File: config.mk
export PLATFORM = sky130hd
export DESIGN_NAME = motion_cmd_host
export DESIGN_NICKNAME = d
export VERILOG_FILES = /design/src/verilog/motion_cmd_pkg.sv /design/src/verilog/motion_cmd_host.sv
export SDC_FILE = /design/constraint.sdc
export NUM_CORES = 1
export LEC_CHECK = 0
export BUFFER_PORTS_ARGS = -buffer_cell sky130_fd_sc_hd__buf_2
export CORE_UTILIZATION = 35
export DETAILED_ROUTE_END_ITERATION = 7
export HOLD_SLACK_MARGIN = 0.15
export SKIP_CTS_REPAIR_TIMING = 1
export SYNTH_ARGS = -nofsm -noshare
export SYNTH_HDL_FRONTEND = slang
export SYNTH_SLANG_ARGS = --single-unit
File: constraint.sdc
create_clock -name MCLK_IN -period 5.7 [get_ports MCLK_IN]
set_clock_uncertainty 0.15 [all_clocks]
set_input_delay 0.855 -clock MCLK_IN [delete_from_list [all_inputs] [get_ports MCLK_IN]]
set_output_delay 0.855 -clock MCLK_IN [all_outputs]
set_load 0.01 [all_outputs]
File: src/verilog/motion_cmd_pkg.sv
// Constants, field layouts and types of the motion command host controller
// Functional notes
// - Code 06 pulse count or finish point, four bytes.
// - Code 07 manual decel point, unsigned four bytes.
// - Codes 09 and 0A preset logical and real position, signed four bytes.
// - Codes 0B and 0C load upper and lower compare, signed four bytes.
// - Code 61 home detection speed, two bytes, 1 to 8000.
// - Codes 64 and 60 load mode bit fields, four bytes.
// - Host always writes every data word of the parameter length.
// - Host never issues a code outside the listed set.
// - Four bytes: high word then low word; two bytes: low word only.
// - Axis bits with code written to command_register execute the command.
// - No further command register access within 250 ns of a command.
// - Range and drive speed must be loaded before any driving command; the host checks this for codes 20 to 23 only, not 24 to 27.
// - Code 00 range, four bytes, 16000 to 8000000.
// - Code 05 drive speed, two bytes, 1 to 8000.
package motion_cmd_pkg;
	// Software register byte offsets
	localparam logic [3:0] REG_CTRL   = 4'h0;
	localparam logic [3:0] REG_WDATA  = 4'h4;
	localparam logic [3:0] REG_RDATA  = 4'h8;
	localparam logic [3:0] REG_STATUS = 4'hC;
	// Control field positions
	localparam int CTRL_CODE_LSB = 0;
	localparam int CTRL_AXES_LSB = 8;
	// Status bit positions
	localparam int ST_BUSY      = 0;
	localparam int ST_BAD_CODE  = 1;
	localparam int ST_BAD_RANGE = 2;
	localparam int ST_NOT_READY = 3;
	localparam int ST_RANGE_SET = 4;
	localparam int ST_SPEED_SET = 5;
	// Device word addresses
	localparam logic [2:0] DEV_ADDR_CMD = 3'h0;
	localparam logic [2:0] DEV_ADDR_LO  = 3'h6;
	localparam logic [2:0] DEV_ADDR_HI  = 3'h7;
	// Command codes used by the checks
	localparam logic [7:0] CMD_RANGE      = 8'h00;
	localparam logic [7:0] CMD_ACCEL      = 8'h02;
	localparam logic [7:0] CMD_SPEED      = 8'h05;
	localparam logic [7:0] CMD_AXIS_NOP   = 8'h0F;
	localparam logic [7:0] CMD_RD_FIRST   = 8'h10;
	localparam logic [7:0] CMD_RD_LAST    = 8'h14;
	localparam logic [7:0] CMD_DRV_FIRST  = 8'h20;
	localparam logic [7:0] CMD_DRV_CONT_M = 8'h23;
	localparam logic [7:0] CMD_DRV_LAST   = 8'h27;
	localparam logic [7:0] CMD_EXT_FIRST  = 8'h60;
	localparam logic [7:0] CMD_HOME_SPEED = 8'h61;
	localparam logic [7:0] CMD_SYNC_MODE  = 8'h64;
	localparam logic [7:0] CMD_EXT_LAST   = 8'h65;
	// Parameter limits
	localparam logic [31:0] SPEED_MIN = 32'h0000_0001;
	localparam logic [31:0] SPEED_MAX = 32'd8000;
	localparam logic [31:0] RANGE_MIN = 32'd16000;
	localparam logic [31:0] RANGE_MAX = 32'd8000000;
	// Reset values
	localparam logic [31:0] WORD_RESET = 32'h0000_0000;
	// Timing
	localparam int CLK_MHZ    = 50;
	localparam int ACCESS_NS  = 160;
	localparam int CMD_GAP_NS = 250;
	localparam logic [4:0] ACCESS_CYC  = 5'((ACCESS_NS * CLK_MHZ + 999) / 1000);
	localparam logic [4:0] CMD_GAP_CYC = 5'((CMD_GAP_NS * CLK_MHZ + 999) / 1000);

	typedef enum logic [2:0] {
		S_IDLE   = 3'b000,
		S_WR_HI  = 3'b001,
		S_WR_LO  = 3'b010,
		S_WR_CMD = 3'b011,
		S_GAP    = 3'b100,
		S_RD_LO  = 3'b101,
		S_RD_HI  = 3'b110
	} state_e;
endpackage

File: src/verilog/motion_cmd_host.sv
// Host controller that issues commands to the motion device bus
//
// Decided for this implementation: the Avalon-MM slave port and the placing of the registers.
`timescale 1ns/1ps
`default_nettype none
module motion_cmd_host
	import motion_cmd_pkg::*;
(
	input  wire logic        MCLK_IN,
	input  wire logic        RST_B_IN,
	input  wire logic        CE_IN,
	input  wire logic [3:0]  AVS_ADDRESS_IN,
	input  wire logic        AVS_READ_IN,
	input  wire logic        AVS_WRITE_IN,
	input  wire logic [31:0] AVS_WRITEDATA_IN,
	output logic      [31:0] AVS_READDATA_OUT,
	output logic             AVS_WAITREQUEST_OUT,
	output logic      [2:0]  DEV_ADDR_OUT,
	output logic             DEV_CS_B_OUT,
	output logic             DEV_WR_B_OUT,
	output logic             DEV_RD_B_OUT,
	input  wire logic [15:0] DEV_DATA_IN,
	output logic      [15:0] DEV_DATA_OUT,
	output logic             DEV_DATA_OE_OUT
);
	////////////////////////////////////////////////////////////////////////
	// Decode functions
	// listed codes
	function automatic logic code_legal(input logic [7:0] c);
		code_legal = (c <= CMD_RD_LAST) || (c >= CMD_DRV_FIRST && c <= CMD_DRV_LAST)
			|| (c >= CMD_EXT_FIRST && c <= CMD_EXT_LAST);
	endfunction

	// lengths: 0 none, 1 two, 2 four bytes
	function automatic logic [1:0] data_len(input logic [7:0] c);
		case (c)
			8'h00, 8'h06, 8'h07, 8'h08, 8'h09, 8'h0A, 8'h0B, 8'h0C, 8'h60, 8'h64:
				data_len = 2'd2;
			8'h01, 8'h02, 8'h03, 8'h04, 8'h05, 8'h0D, 8'h0E, 8'h61:
				data_len = 2'd1;
			default:
				data_len = 2'd0;
		endcase
	endfunction

	function automatic logic range_ok(input logic [7:0] c, input logic [31:0] d);
		if (c == CMD_RANGE)
			range_ok = d >= RANGE_MIN && d <= RANGE_MAX;
		else if ((c >= CMD_ACCEL && c <= CMD_SPEED) || c == CMD_HOME_SPEED)
			range_ok = d >= SPEED_MIN && d <= SPEED_MAX;
		else
			range_ok = 1'b1;
	endfunction

	////////////////////////////////////////////////////////////////////////
	// Reset release and pin synchroniser
	logic [1:0]  rst_sync;
	logic        rst_b;
	logic [15:0] data_meta;
	logic [15:0] data_sync;

	always_ff @(posedge MCLK_IN or negedge RST_B_IN)
	begin
		if (!RST_B_IN)
			rst_sync <= 2'b00;
		else
			rst_sync <= {rst_sync[0], 1'b1};
	end
	assign rst_b = rst_sync[1];

	always_ff @(posedge MCLK_IN or negedge rst_b)
	begin
		if (!rst_b)
		begin
			data_meta <= 16'h0000;
			data_sync <= 16'h0000;
		end
		else if (CE_IN)
		begin
			data_meta <= DEV_DATA_IN;
			data_sync <= data_meta;
		end
	end

	////////////////////////////////////////////////////////////////////////
	// Avalon slave handshake
	state_e      state;
	logic [4:0]  cnt;
	logic        ack;
	logic        req;
	logic        stall;
	logic        wr_en;
	logic        go;
	logic [31:0] wdata;
	logic [31:0] rdata;
	logic [7:0]  code;
	logic [3:0]  axes;
	logic        bad_code;
	logic        bad_range;
	logic        not_ready;
	logic        range_set;
	logic        speed_set;
	logic [7:0]  new_code;
	logic        new_legal;
	logic        new_fit;
	logic        new_drive;
	logic        accepted;
	logic [31:0] status;

	assign req = AVS_READ_IN | AVS_WRITE_IN;
	assign stall = AVS_WRITE_IN && AVS_ADDRESS_IN == REG_CTRL && state != S_IDLE;
	assign AVS_WAITREQUEST_OUT = req & ~ack;
	assign wr_en = AVS_WRITE_IN & ack;
	assign go = wr_en && AVS_ADDRESS_IN == REG_CTRL;
	assign new_code = AVS_WRITEDATA_IN[CTRL_CODE_LSB +: 8];
	assign new_legal = code_legal(new_code);
	assign new_fit = range_ok(new_code, wdata);
	assign new_drive = new_code >= CMD_DRV_FIRST && new_code <= CMD_DRV_CONT_M;
	assign accepted = go && new_legal && new_fit && !(new_drive && !(range_set && speed_set));
	assign status = {26'h0, speed_set, range_set, not_ready, bad_range, bad_code, state != S_IDLE};

	always_ff @(posedge MCLK_IN or negedge rst_b)
	begin
		if (!rst_b)
			ack <= 1'b0;
		else if (CE_IN)
			ack <= req & ~ack & ~stall;
	end

	always_ff @(posedge MCLK_IN or negedge rst_b)
	begin
		if (!rst_b)
			AVS_READDATA_OUT <= WORD_RESET;
		else if (CE_IN && AVS_READ_IN && !ack)
		begin
			case (AVS_ADDRESS_IN)
				REG_WDATA:  AVS_READDATA_OUT <= wdata;
				REG_RDATA:  AVS_READDATA_OUT <= rdata;
				REG_STATUS: AVS_READDATA_OUT <= status;
				default:    AVS_READDATA_OUT <= WORD_RESET;
			endcase
		end
	end

	always_ff @(posedge MCLK_IN or negedge rst_b)
	begin
		if (!rst_b)
			wdata <= WORD_RESET;
		else if (CE_IN && wr_en && AVS_ADDRESS_IN == REG_WDATA)
			wdata <= AVS_WRITEDATA_IN;
	end

	////////////////////////////////////////////////////////////////////////
	// Error flags, set wins over write-one clear
	always_ff @(posedge MCLK_IN or negedge rst_b)
	begin
		if (!rst_b)
		begin
			bad_code  <= 1'b0;
			bad_range <= 1'b0;
			not_ready <= 1'b0;
		end
		else if (CE_IN)
		begin
			if (wr_en && AVS_ADDRESS_IN == REG_STATUS)
			begin
				bad_code  <= bad_code & ~AVS_WRITEDATA_IN[ST_BAD_CODE];
				bad_range <= bad_range & ~AVS_WRITEDATA_IN[ST_BAD_RANGE];
				not_ready <= not_ready & ~AVS_WRITEDATA_IN[ST_NOT_READY];
			end
			if (go && !new_legal)
				bad_code <= 1'b1;
			if (go && new_legal && !new_fit)
				bad_range <= 1'b1;
			if (go && new_legal && new_fit && new_drive && !(range_set && speed_set))
				not_ready <= 1'b1;
		end
	end

	always_ff @(posedge MCLK_IN or negedge rst_b)
	begin
		if (!rst_b)
		begin
			range_set <= 1'b0;
			speed_set <= 1'b0;
		end
		else if (CE_IN && accepted)
		begin
			if (new_code == CMD_RANGE)
				range_set <= 1'b1;
			if (new_code == CMD_SPEED)
				speed_set <= 1'b1;
		end
	end

	////////////////////////////////////////////////////////////////////////
	// Command sequencer
	always_ff @(posedge MCLK_IN or negedge rst_b)
	begin
		if (!rst_b)
		begin
			state <= S_IDLE;
			cnt   <= 5'd0;
			code  <= 8'h00;
			axes  <= 4'h0;
			rdata <= WORD_RESET;
		end
		else if (CE_IN)
		begin
			case (state)
				S_IDLE:
				begin
					cnt <= 5'd0;
					if (accepted)
					begin
						code <= new_code;
						axes <= AVS_WRITEDATA_IN[CTRL_AXES_LSB +: 4];
						case (data_len(new_code))
							2'd2:    state <= S_WR_HI;
							2'd1:    state <= S_WR_LO;
							default: state <= S_WR_CMD;
						endcase
					end
				end
				S_WR_HI, S_WR_LO, S_WR_CMD, S_RD_LO, S_RD_HI:
				begin
					cnt <= cnt + 5'd1;
					if (cnt == ACCESS_CYC - 5'd1)
					begin
						cnt <= 5'd0;
						case (state)
							S_WR_HI:  state <= S_WR_LO;
							S_WR_LO:  state <= S_WR_CMD;
							S_WR_CMD: state <= S_GAP;
							S_RD_LO:
							begin
								rdata[15:0] <= data_sync;
								state <= S_RD_HI;
							end
							default:
							begin
								rdata[31:16] <= data_sync;
								state <= S_IDLE;
							end
						endcase
					end
				end
				S_GAP:
				begin
					cnt <= cnt + 5'd1;
					if (cnt == CMD_GAP_CYC - 5'd1)
					begin
						cnt <= 5'd0;
						if (code >= CMD_RD_FIRST && code <= CMD_RD_LAST)
							state <= S_RD_LO;
						else
							state <= S_IDLE;
					end
				end
				default:
					state <= S_IDLE;
			endcase
		end
	end

	////////////////////////////////////////////////////////////////////////
	// Registered device pins
	always_ff @(posedge MCLK_IN or negedge rst_b)
	begin
		if (!rst_b)
		begin
			DEV_ADDR_OUT    <= DEV_ADDR_CMD;
			DEV_CS_B_OUT    <= 1'b1;
			DEV_WR_B_OUT    <= 1'b1;
			DEV_RD_B_OUT    <= 1'b1;
			DEV_DATA_OUT    <= 16'h0000;
			DEV_DATA_OE_OUT <= 1'b0;
		end
		else if (CE_IN)
		begin
			DEV_CS_B_OUT    <= state == S_IDLE || state == S_GAP;
			DEV_WR_B_OUT    <= !(state >= S_WR_HI && state <= S_WR_CMD && cnt != 5'd0);
			DEV_RD_B_OUT    <= !((state == S_RD_LO || state == S_RD_HI) && cnt != 5'd0);
			DEV_DATA_OE_OUT <= state >= S_WR_HI && state <= S_WR_CMD;
			case (state)
				S_WR_HI, S_RD_HI: DEV_ADDR_OUT <= DEV_ADDR_HI;
				S_WR_LO, S_RD_LO: DEV_ADDR_OUT <= DEV_ADDR_LO;
				default:          DEV_ADDR_OUT <= DEV_ADDR_CMD;
			endcase
			case (state)
				S_WR_HI:  DEV_DATA_OUT <= wdata[31:16];
				S_WR_LO:  DEV_DATA_OUT <= wdata[15:0];
				S_WR_CMD: DEV_DATA_OUT <= {4'h0, axes, code};
				default:  DEV_DATA_OUT <= 16'h0000;
			endcase
		end
	end

	////////////////////////////////////////////////////////////////////////
	// Checks
	logic [4:0] gap_len;

	always_ff @(posedge MCLK_IN or negedge rst_b)
	begin
		if (!rst_b)
			gap_len <= 5'd0;
		else if (CE_IN)
			gap_len <= (state == S_GAP) ? gap_len + 5'd1 : 5'd0;
	end
endmodule
`default_nettype wire

==> flow_summary.json, run 1 <==
{
  "maxCapViolations": 0,
  "crit_path_max_fanout": 40,
  "synthDistinctLibCells": 59,
  "routedWlPerCell_um": 19.2,
  "fmax_mhz": 328,
  "die-area_sq_um": 23500,
  "num_rows": 55,
  "cp_slowest_stage_delay_ns": 0.96,
  "clock_sinks": 178,
  "hp-start": "rst_sync[0]",
  "path_class": "in -> reg",
  "hold_path.class": "reg -> reg",
  "worst_path_max_delay_cell": "or4_1",
  "grt_pass1_vias": 5611,
  "dr_total_vias": 5649,
  "synth.avg_cell_area_sq_um": 12.0,
  "synth-seq-cells": 178,
  "synthCells": 671,
  "fin_crit_ns": 3.05,
  "fillers": 2179,
  "fin_util": 0.419,
  "path_clk_slew_ns": 0.07,
  "yosys_warnings": 0,
  "grt-ovfl-total": 0,
  "initial_core_util": 0.355,
  "r2r_start": "cnt[1]",
  "rsz0062_at_grt": "false",
  "arrival_ns": 3.24,
  "synthArstFlopShare": 1.00,
  "max_slew_margin": 0.349,
  "setup_viol": 0,
  "crit_start": "CE_IN",
  "synth.largest_area_cell": "dfrtp_1",
  "num_antenna_cells": 0,
  "ant_nets": 0,
  "multi_input_area_sq_um": 3280,
  "place_congestion": 0.809,
  "routed_wl_um": 20500,
  "synth_fp_nets": 730,
  "power_switching_share": 0.297,
  "crit_buf_inv": 2,
  "pwr-share-clk": 0.377,
  "p_leak_uw": 0.00443,
  "fin_setup_tns_ns": 0,
  "power.density_nw_per_um2": 352,
  "grt_pass1_wl_um": 32900,
  "htreeDepth": 4,
  "dieWidth_um": 153,
  "p_comb_frac": 0.162,
  "layout-area-overhead-vs-synth_pct": 17.9,
  "required_ns": 5.89,
  "numCtsBuffers": 17,
  "die_y_um": 153,
  "synth_edf_count": 0,
  "crit_chain": "buf_2 -> nand3_1 -> buf_4 -> or4_1 -> o21ai_0",
  "clk-insertion-delay-late_ns": 0.44,
  "seq_area_sq_um": 4460,
  "p_sw_uw": 991,
  "tightest_slew_ns": 0.976,
  "grt_use_total": 0.183,
  "dp_hpwl_um": 14100,
  "drc_errors": 0,
  "antenna_found_initial": 0,
  "cts_tree": "done",
  "yosysSeqAreaShare": 0.556,
  "first_pass_iters": 5,
  "boundaryPins": 113,
  "grt_max_degree": 177,
  "vias_per_cell": 5.30,
  "syn_area_sq_um": 8020,
  "cp-start-kind": "primary input",
  "cp_top_family": "simple AND/OR/NAND/NOR gates",
  "port_buffers": 112,
  "period_share": 0.535,
  "clockBufferDepth": 2,
  "yosysTopAreaCellShare": 0.546,
  "final_common_cell": "dfrtp_1",
  "peakVddDrop_mv": 0.215,
  "fp.coreArea_sq_um": 22600,
  "layout_common_cells": "174 x dfrtp_1, 113 x mux2_2, 112 x buf_2",
  "slew_violations": 0,
  "cts_root_buf": "clkbuf_16",
  "status": "finished clean",
  "seqPwrFrac": 0.461,
  "synth.area.top_cells": "dfrtp_1 55%, mux2_2 16%, a22oi_1 4.5%",
  "synthFlopType": "dfrtp_1",
  "drive_gt1_frac": 0.372,
  "hold_viol": 0,
  "end_kind": "register",
  "initialDrtViolationCount": 500,
  "p_int_uw": 2340,
  "nNetsFinal": 826
}
## power by group through the flow
| stage | Clock, uW | Combinational [uW] | Sequential (uW) |
|---|---|---|---|
| global placement | 0 | 538 | 1560 |
| CTS | 1290 | 545 | 1530 |
| floorplan | 0 | 379 | 1520 |
| global route | 1330 | 607 | 1560 |
| finish | 1260 | 539 | 1540 |
| detailed placement | 0 | 543 | 1560 |
## worst reg2reg max path, delay by kind of cell, from the launching register on
family | cells | cell delay, ns
AND/OR/NAND/NOR | 2 | 1.47
multiplexers | 1 | 0.50
flip-flops | 1 | 0.41
adder cells (fa/ha/maj) | 1 | 0.20
## per-stage QoR
stage	hold slack (ns)	power (uW)	cells	area [sq um]	worst slack [ns]
after floorplan	0.181	1900	671	8020	0.228
after global placement	0.186	2090	1032	8810	2.24
after detailed placement	0.203	2100	1032	8810	2.17
after CTS	0.0129	3370	1064	9450	2.62
after global routing	0.241	3500	1065	9460	2.42
final	0.214	3330	1065	9460	2.65
## routing by layer
layer  part of all wire  GRT usage  vias to the layer above
met5                  0          0                        -
met4             0.0088     0.0467                        0
met3              0.048     0.0411                       14
met2               0.45      0.275                      146
met1               0.49      0.265                     2857
li1                   -          -                     2632
## cells in the mapped netlist, types with 9 or more instances
cell,n
nand2_1,54
o21ai_0,47
mux2_2,113
buf_2,11
o22ai_1,18
dfrtp_1,175
nor2b_1,10
mux2_4,9
clkbuf_1,24
inv_1,25
a22oi_1,48
nor3_1,9
a21oi_1,10
nor2_1,25
## cells by family after synthesis
logic type	synth area share
buffers and inverters	0.0360
adders and majority gates	0.00312
DFF	0.556
xor gates and xnor gates	0.00328
other	0.000468
AOI/OAI and AO/OA	0.117
muxes	0.183
and+or+nand+nor	0.100
## final timing paths
check | endpoint | slack (ns) | depth (start not counted)
max | AVS_READDATA_OUT[16] | 2.65 | 5
min | rst_sync[1] | 0.21 | 0
max reg2reg | rdata[9] | 2.88 | 4
min reg2reg | rst_sync[1] | 0.21 | 0
max in group asynchronous | DEV_DATA_OUT[8] | 4.32 | 1
min in group asynchronous | rdata[4] | 0.38 | 1
## cell type report
type	count	share of cell area
tap	285	0.0377
sequential	178	0.472
timing repair buffer	120	0.0672
inverter	25	0.00992
clock buffer	18	0.0464
multi-input combinational	425	0.346
clock inverter	14	0.0205
## flip-flops by register name, summed over array words and instances (netlist names), 2 cells and up
name / flops
data_sync: 16
axes: 4
rdata: 32
AVS_READDATA_OUT: 32
rst_sync: 2
data_meta: 16
cnt: 5
state: 3
wdata: 32
DEV_DATA_OUT: 16
code: 8
DEV_ADDR_OUT: 2
Power figures use the tool's default switching activity.
==> run 2, diff against run 1 <==
--- a/config.mk
+++ b/config.mk
@@ -5,6 +5,7 @@
 export SDC_FILE = /design/constraint.sdc
 export NUM_CORES = 1
 export LEC_CHECK = 0
+export ABC_AREA = 1
 export BUFFER_PORTS_ARGS = -buffer_cell sky130_fd_sc_hd__buf_2
 export CORE_UTILIZATION = 35
 export DETAILED_ROUTE_END_ITERATION = 7
==> constraint.sdc (replaced) <==
create_clock -name MCLK_IN -period 3.2 [get_ports MCLK_IN]
set_clock_uncertainty 0.15 [all_clocks]
set_input_delay 0.48 -clock MCLK_IN [delete_from_list [all_inputs] [get_ports MCLK_IN]]
set_output_delay 0.48 -clock MCLK_IN [all_outputs]
set_load 0.01 [all_outputs]
==> run 2 against run 1 <==
  * Area after synthesis up 3.4%
  * Synthesized cell count grew 55%
  * Final cell count rose by 40%
  * Non-clock buffer count increased by 23
==> flow_summary.json, run 2 <==
{
  "hold_viol": 0,
  "instances_no_fill": 1486,
  "hold_path.class": "in -> reg",
  "num_rows": 55,
  "fin_ws_ns": 0.976,
  "seq_area_sq_um": 4460,
  "yosys_warnings": 0,
  "synthFlopType": "dfrtp_1",
  "routed_wl_um": 23700,
  "initialDrtViolationCount": 551,
  "grt_pass1_wl_um": 37800,
  "path_clk_slew_ns": 0.07,
  "p_leak_uw": 0.00504,
  "dp_hpwl_um": 16900,
  "period_share": 0.695,
  "worst_path_max_delay_cell": "dfrtp_1",
  "die_y_um": 156,
  "initial_core_util": 0.362,
  "power.density_nw_per_um2": 655,
  "layout-area-overhead-vs-synth_pct": 19.9,
  "synth.avg_cell_area_sq_um": 7.97,
  "synth.largest_area_cell": "dfrtp_1",
  "num_antenna_cells": 0,
  "total_power_uw": 6510,
  "fin_setup_tns_ns": 0,
  "synth_edf_count": 0,
  "arrival_ns": 2.39,
  "multi_input_area_sq_um": 3280,
  "path_common_cell": "nand2_1",
  "slew_violations": 0,
  "synthDistinctLibCells": 39,
  "yosysSeqAreaShare": 0.538,
  "rsz0062_at_grt": "false",
  "end_kind": "register",
  "dp_cells": 1437,
  "nNetsFinal": 1219,
  "peakVddDrop_mv": 0.306,
  "synth.area.top_cells": "dfrtp_1 53%, nand2_1 16%, o21ai_0 6.9%",
  "grt-ovfl-total": 0,
  "vias_per_cell": 4.89,
  "drc_errors": 0,
  "dr_total_vias": 7261,
  "status": "finished clean",
  "syn_area_sq_um": 8290,
  "layout_common_cells": "344 x nand2_1, 174 x dfrtp_1, 114 x o21ai_0",
  "cp-start-kind": "register",
  "htreeDepth": 4,
  "pre_cts_ws_ns": 0.867,
  "synth_common_cells": "345 x nand2_1, 175 x dfrtp_1, 114 x o21ai_0, 105 x nor2_1, 83 x inv_1",
  "boundaryPins": 113,
  "synth_most_common_cell": "nand2_1",
  "grt_max_degree": 65,
  "cp_slowest_stage_delay_ns": 0.37,
  "clock_sinks": 178,
  "maxCapViolations": 0,
  "fmax_mhz": 450,
  "crit_buf_inv": 2,
  "synth-seq-cells": 178,
  "cts_root_buf": "clkbuf_16",
  "synthArstFlopShare": 1.00,
  "tightest_slew_ns": 0.988,
  "grt_use_total": 0.204,
  "fp.coreArea_sq_um": 22900,
  "max_slew_margin": 0.341,
  "setup_viol": 0,
  "dieWidth_um": 156,
  "first_pass_iters": 5,
  "numCtsBuffers": 17,
  "ant_nets": 0,
  "cts_tree": "done",
  "port_buffers": 112,
  "synthCells": 1041,
  "cp_top_family": "simple AND/OR/NAND/NOR gates",
  "grt_pass1_vias": 6872,
  "path_class": "reg -> reg",
  "required_ns": 3.37,
  "synth_fp_nets": 1100,
  "clockBufferDepth": 2,
  "final_common_cell": "nand2_1",
  "crit_path_max_fanout": 14,
  "drive_gt1_frac": 0.177,
  "clk-insertion-delay-late_ns": 0.44,
  "antenna_found_initial": 0,
  "fillers": 2336,
  "place_congestion": 0.907,
  "routedWlPerCell_um": 16.0,
  "crit_chain": "inv_1 -> nand2_2 -> nor2_1 -> inv_1 -> a21oi_1 -> nand2_1 -> nand2_1 -> nand2_1 -> nand2_4 -> nand4_4 -> o21bai_1 -> nand2_1",
  "die-area_sq_um": 24300,
  "yosysTopAreaCellShare": 0.528,
  "reg_top3": "AVS_READDATA_OUT: 32 flops, rdata: 32 flops, wdata: 32 flops",
  "fin_crit_ns": 2.22
}
==> run 2: cell types whose count changed after synthesis, moves of 11 or more <==
cell,before,now
nand3_1,7,30
a21oi_1,10,41
a22oi_1,48,0
nand2_1,54,345
nor2_1,25,105
clkbuf_1,24,35
inv_1,25,83
inv_2,0,15
o21ai_0,47,114
mux2_2,113,0
==> run 2: routing by layer <==
layer / global-route usage / vias to the layer above / wire (um)
met4: 0.0616 / 0 / 425
met5: 0 / - / 0
met2: 0.306 / 227 / 10400
li1: - / 3560 / -
met3: 0.0442 / 26 / 1440
met1: 0.293 / 3448 / 11400
==> run 2: through the flow <==
stage / hold WS [ns] / utilization / cell area, sq um
after CTS: -0.343 / 0.426 / 9770
after global routing: 0.155 / 0.434 / 9940
after detailed placement: 0.119 / 0.402 / 9200
final: 0.151 / 0.434 / 9940
after global placement: 0.117 / 0.402 / 9200
after floorplan: 0.0344 / - / 8290
==> run 2: final cells by class <==
| type | instances | area share |
|---|---|---|
| flip-flops and latches | 178 | 0.449 |
| multi-input cells | 720 | 0.330 |
| repair buffers | 143 | 0.0866 |
| clock buffers | 17 | 0.0428 |
| well taps | 313 | 0.0394 |
| inverters | 100 | 0.0378 |
| clock inverters | 15 | 0.0147 |
==> run 2: worst paths after layout <==
check	startpoint	endpoint	slack, ns	cells after the start
worst max-delay path	wdata[14]	axes[2]	0.98	12
worst min-delay path	AVS_WRITEDATA_IN[14]	wdata[14]	0.15	3
worst max register to register	wdata[14]	axes[2]	0.98	12
worst min register to register	rst_sync[0]	rst_sync[1]	0.20	0
max in group asynchronous	rst_sync[1]	DEV_DATA_OUT[0]	1.74	1
min in group asynchronous	RST_B_IN	rst_sync[1]	0.20	2
==> run 2: power breakdown <==
part,internal [uW],switching [uW],leakage (uW)
logic,522,1100,0.00256
clock network,1100,977,0.000276
registers,2580,239,0.00220
==> run 2: kinds of logic after synthesis <==
logic type               share of synthesized area
buffers and inverters                       0.0673
AND/OR/NAND/NOR                              0.258
flip-flops                                   0.538
other                                     0.000452
XOR/XNOR                                   0.00106
adder cells (fa/ha/maj)                    0.00302
AO/OA/AOI/OAI                                0.132
==> run 2: worst register-to-register path: cells and delay by family (launching register included) <==
kind	cells	cell delay, ns
and+or+nand+nor	8	0.96
DFF	1	0.37
AOI/OAI and AO/OA	2	0.33
buffers and inverters	2	0.29
==> run 3, diff against run 2 <==
==> constraint.sdc (replaced) <==
create_clock -name MCLK_IN -period 2.26 [get_ports MCLK_IN]
set_clock_uncertainty 0.15 [all_clocks]
set_input_delay 0.339 -clock MCLK_IN [delete_from_list [all_inputs] [get_ports MCLK_IN]]
set_output_delay 0.339 -clock MCLK_IN [all_outputs]
set_load 0.01 [all_outputs]
==> run 3 against run 2 <==
  * Clock power rose by 46%
  * Non-clock buffer count increased by 52
  * Routed wire length increased by 2.1%
  * Utilization up 2.3 points
  * Via count increased by 2.8%
  * Register-to-register slack got worse by 0.86 ns
  * Global-route usage rose by 0.33 points
  * Worst hold slack lost 0.011 ns
  * Combinational power increased by 49%
  * Sequential share of layout area shrank 2.3 points
  * Critical endpoint is now code[0]
  * Highest routed layer unchanged
==> flow_summary.json, run 3 (synthesis gave the netlist of run 2 again) <==
{
  "timing.rr.end": "axes[2]",
  "die-area_sq_um": 24300,
  "fp.coreArea_sq_um": 22900,
  "crit_chain": "dlygate4sd3_1 -> buf_2 -> nor2_1 -> nand4_1 -> nor2_1 -> inv_1 -> nand4_4 -> buf_12 -> o21bai_1 -> nand2_1",
  "layout-area-overhead-vs-synth_pct": 26.4,
  "top_layer_used": "met4",
  "seq_area_sq_um": 4460,
  "fin_setup_tns_ns": 0,
  "routed_wl_um": 24200,
  "grt_use_total": 0.207,
  "worst_path_max_delay_cell": "dlygate4sd3_1",
  "status": "finished clean",
  "place_congestion": 0.914,
  "dr_total_vias": 7465,
  "nNetsFinal": 1272,
  "cts_root_buf": "clkbuf_16",
  "path_common_cell": "nor2_1",
  "grt_pass1_vias": 6987,
  "end_kind": "register",
  "clockBufferDepth": 2,
  "pre_cts_ws_ns": 0.135,
  "ant_nets": 0,
  "wl_met3_um": 1400,
  "initial_core_util": 0.362,
  "dieWidth_um": 156,
  "required_ns": 2.48,
  "drive_gt1_frac": 0.185,
  "p_leak_uw": 0.00529,
  "fillers": 2334,
  "num_antenna_cells": 0,
  "antenna_found_initial": 0,
  "grt-ovfl-total": 0,
  "maxCapViolations": 0,
  "crit_path_max_fanout": 14,
  "layout_common_cells": "344 x nand2_1, 174 x dfrtp_1, 114 x o21ai_0",
  "rsz0062_at_grt": "false",
  "total_power_uw": 9420,
  "tightest_slew_ns": 0.634,
  "htreeDepth": 4,
  "wl_met2_um": 10700,
  "final_common_cell": "nand2_1",
  "grt_pass1_wl_um": 38300,
  "hold_path.class": "in -> reg",
  "whs_endpoint": "ack",
  "routedWlPerCell_um": 15.7,
  "peakVddDrop_mv": 0.426,
  "path_class": "in -> reg",
  "hp-start": "AVS_WRITE_IN",
  "drc_errors": 0,
  "numCtsBuffers": 17,
  "met1_length_um": 11800,
  "cp_top_family": "buffers and inverters",
  "dp_hpwl_um": 17300,
  "cts_tree": "done",
  "fin_crit_ns": 2.17,
  "path_clk_slew_ns": 0.07,
  "port_buffers": 112,
  "ff2ff_setup_slack_ns": 0.12,
  "arrival_ns": 2.39,
  "clk-insertion-delay-late_ns": 0.44,
  "cp_slowest_stage_delay_ns": 0.53,
  "grt_max_degree": 100,
  "reg_top3": "AVS_READDATA_OUT: 32 flops, rdata: 32 flops, wdata: 32 flops",
  "holdPathStages": 4,
  "r2r_cells": 13,
  "fmax_mhz": 461,
  "num_rows": 55,
  "power.density_nw_per_um2": 899,
  "hold_viol": 0,
  "vias_per_cell": 4.85,
  "period_share": 0.959,
  "slew_violations": 0,
  "multi_input_area_sq_um": 3290,
  "boundaryPins": 113,
  "fin_ws_ns": 0.0924,
  "crit_buf_inv": 4,
  "setup_viol": 0,
  "r2r_start": "wdata[14]",
  "stdcell_area_sq_um": 10500,
  "placed_area_sq_um": 9330,
  "cp-start-kind": "primary input",
  "max_slew_margin": 0.577,
  "clock_sinks": 178,
  "initialDrtViolationCount": 557,
  "die_y_um": 156,
  "first_pass_iters": 5
}
## run 3: metrics by stage
stage                     hold slack (ns)  std cells   util
after floorplan                    -0.107       1041      -
after global placement            -0.0194       1453  0.407
after detailed placement          -0.0166       1453  0.407
after CTS                          -0.483       1485  0.433
after global routing                0.162       1539  0.457
final                               0.140       1539  0.457
## run 3: area by class of cell
type                       instances  share of cell area
clock buffer                      18              0.0419
clock inverter                    14              0.0152
inverter                         100              0.0358
multi-input combinational        721               0.314
sequential                       178               0.426
tap                              313              0.0374
timing repair buffer             195               0.130
## run 3: worst max path at each step
stage / start / end / cells past startpoint
floorplan: rst_sync[1] / AVS_READDATA_OUT[0] / 0
global placement: wdata[14] / axes[0] / 12
detailed placement: wdata[14] / code[0] / 12
CTS: wdata[14] / code[0] / 12
global route: AVS_WRITEDATA_IN[1] / code[5] / 11
finish: AVS_WRITEDATA_IN[3] / code[0] / 10
## run 3: tightest hold or removal path, cell delays in order
cell and delay (ns):
buf_2 0.12, nand4_1 0.09, nand3_1 0.06, o21ai_0 0.08
## run 3: report_power, final
part           total [uW]  switching, uW  internal [uW]  leakage, uW
combinational        2420           1570            849      0.00280
clock                3020           1410           1610     0.000290
sequential           3990            338           3650      0.00220
## run 3: per-layer routing
metal  up-vias  global-route usage
met2       253               0.312
met5         -                   0
met4         0              0.0640
met1      3504               0.301
li1       3677                   -
met3        31              0.0367
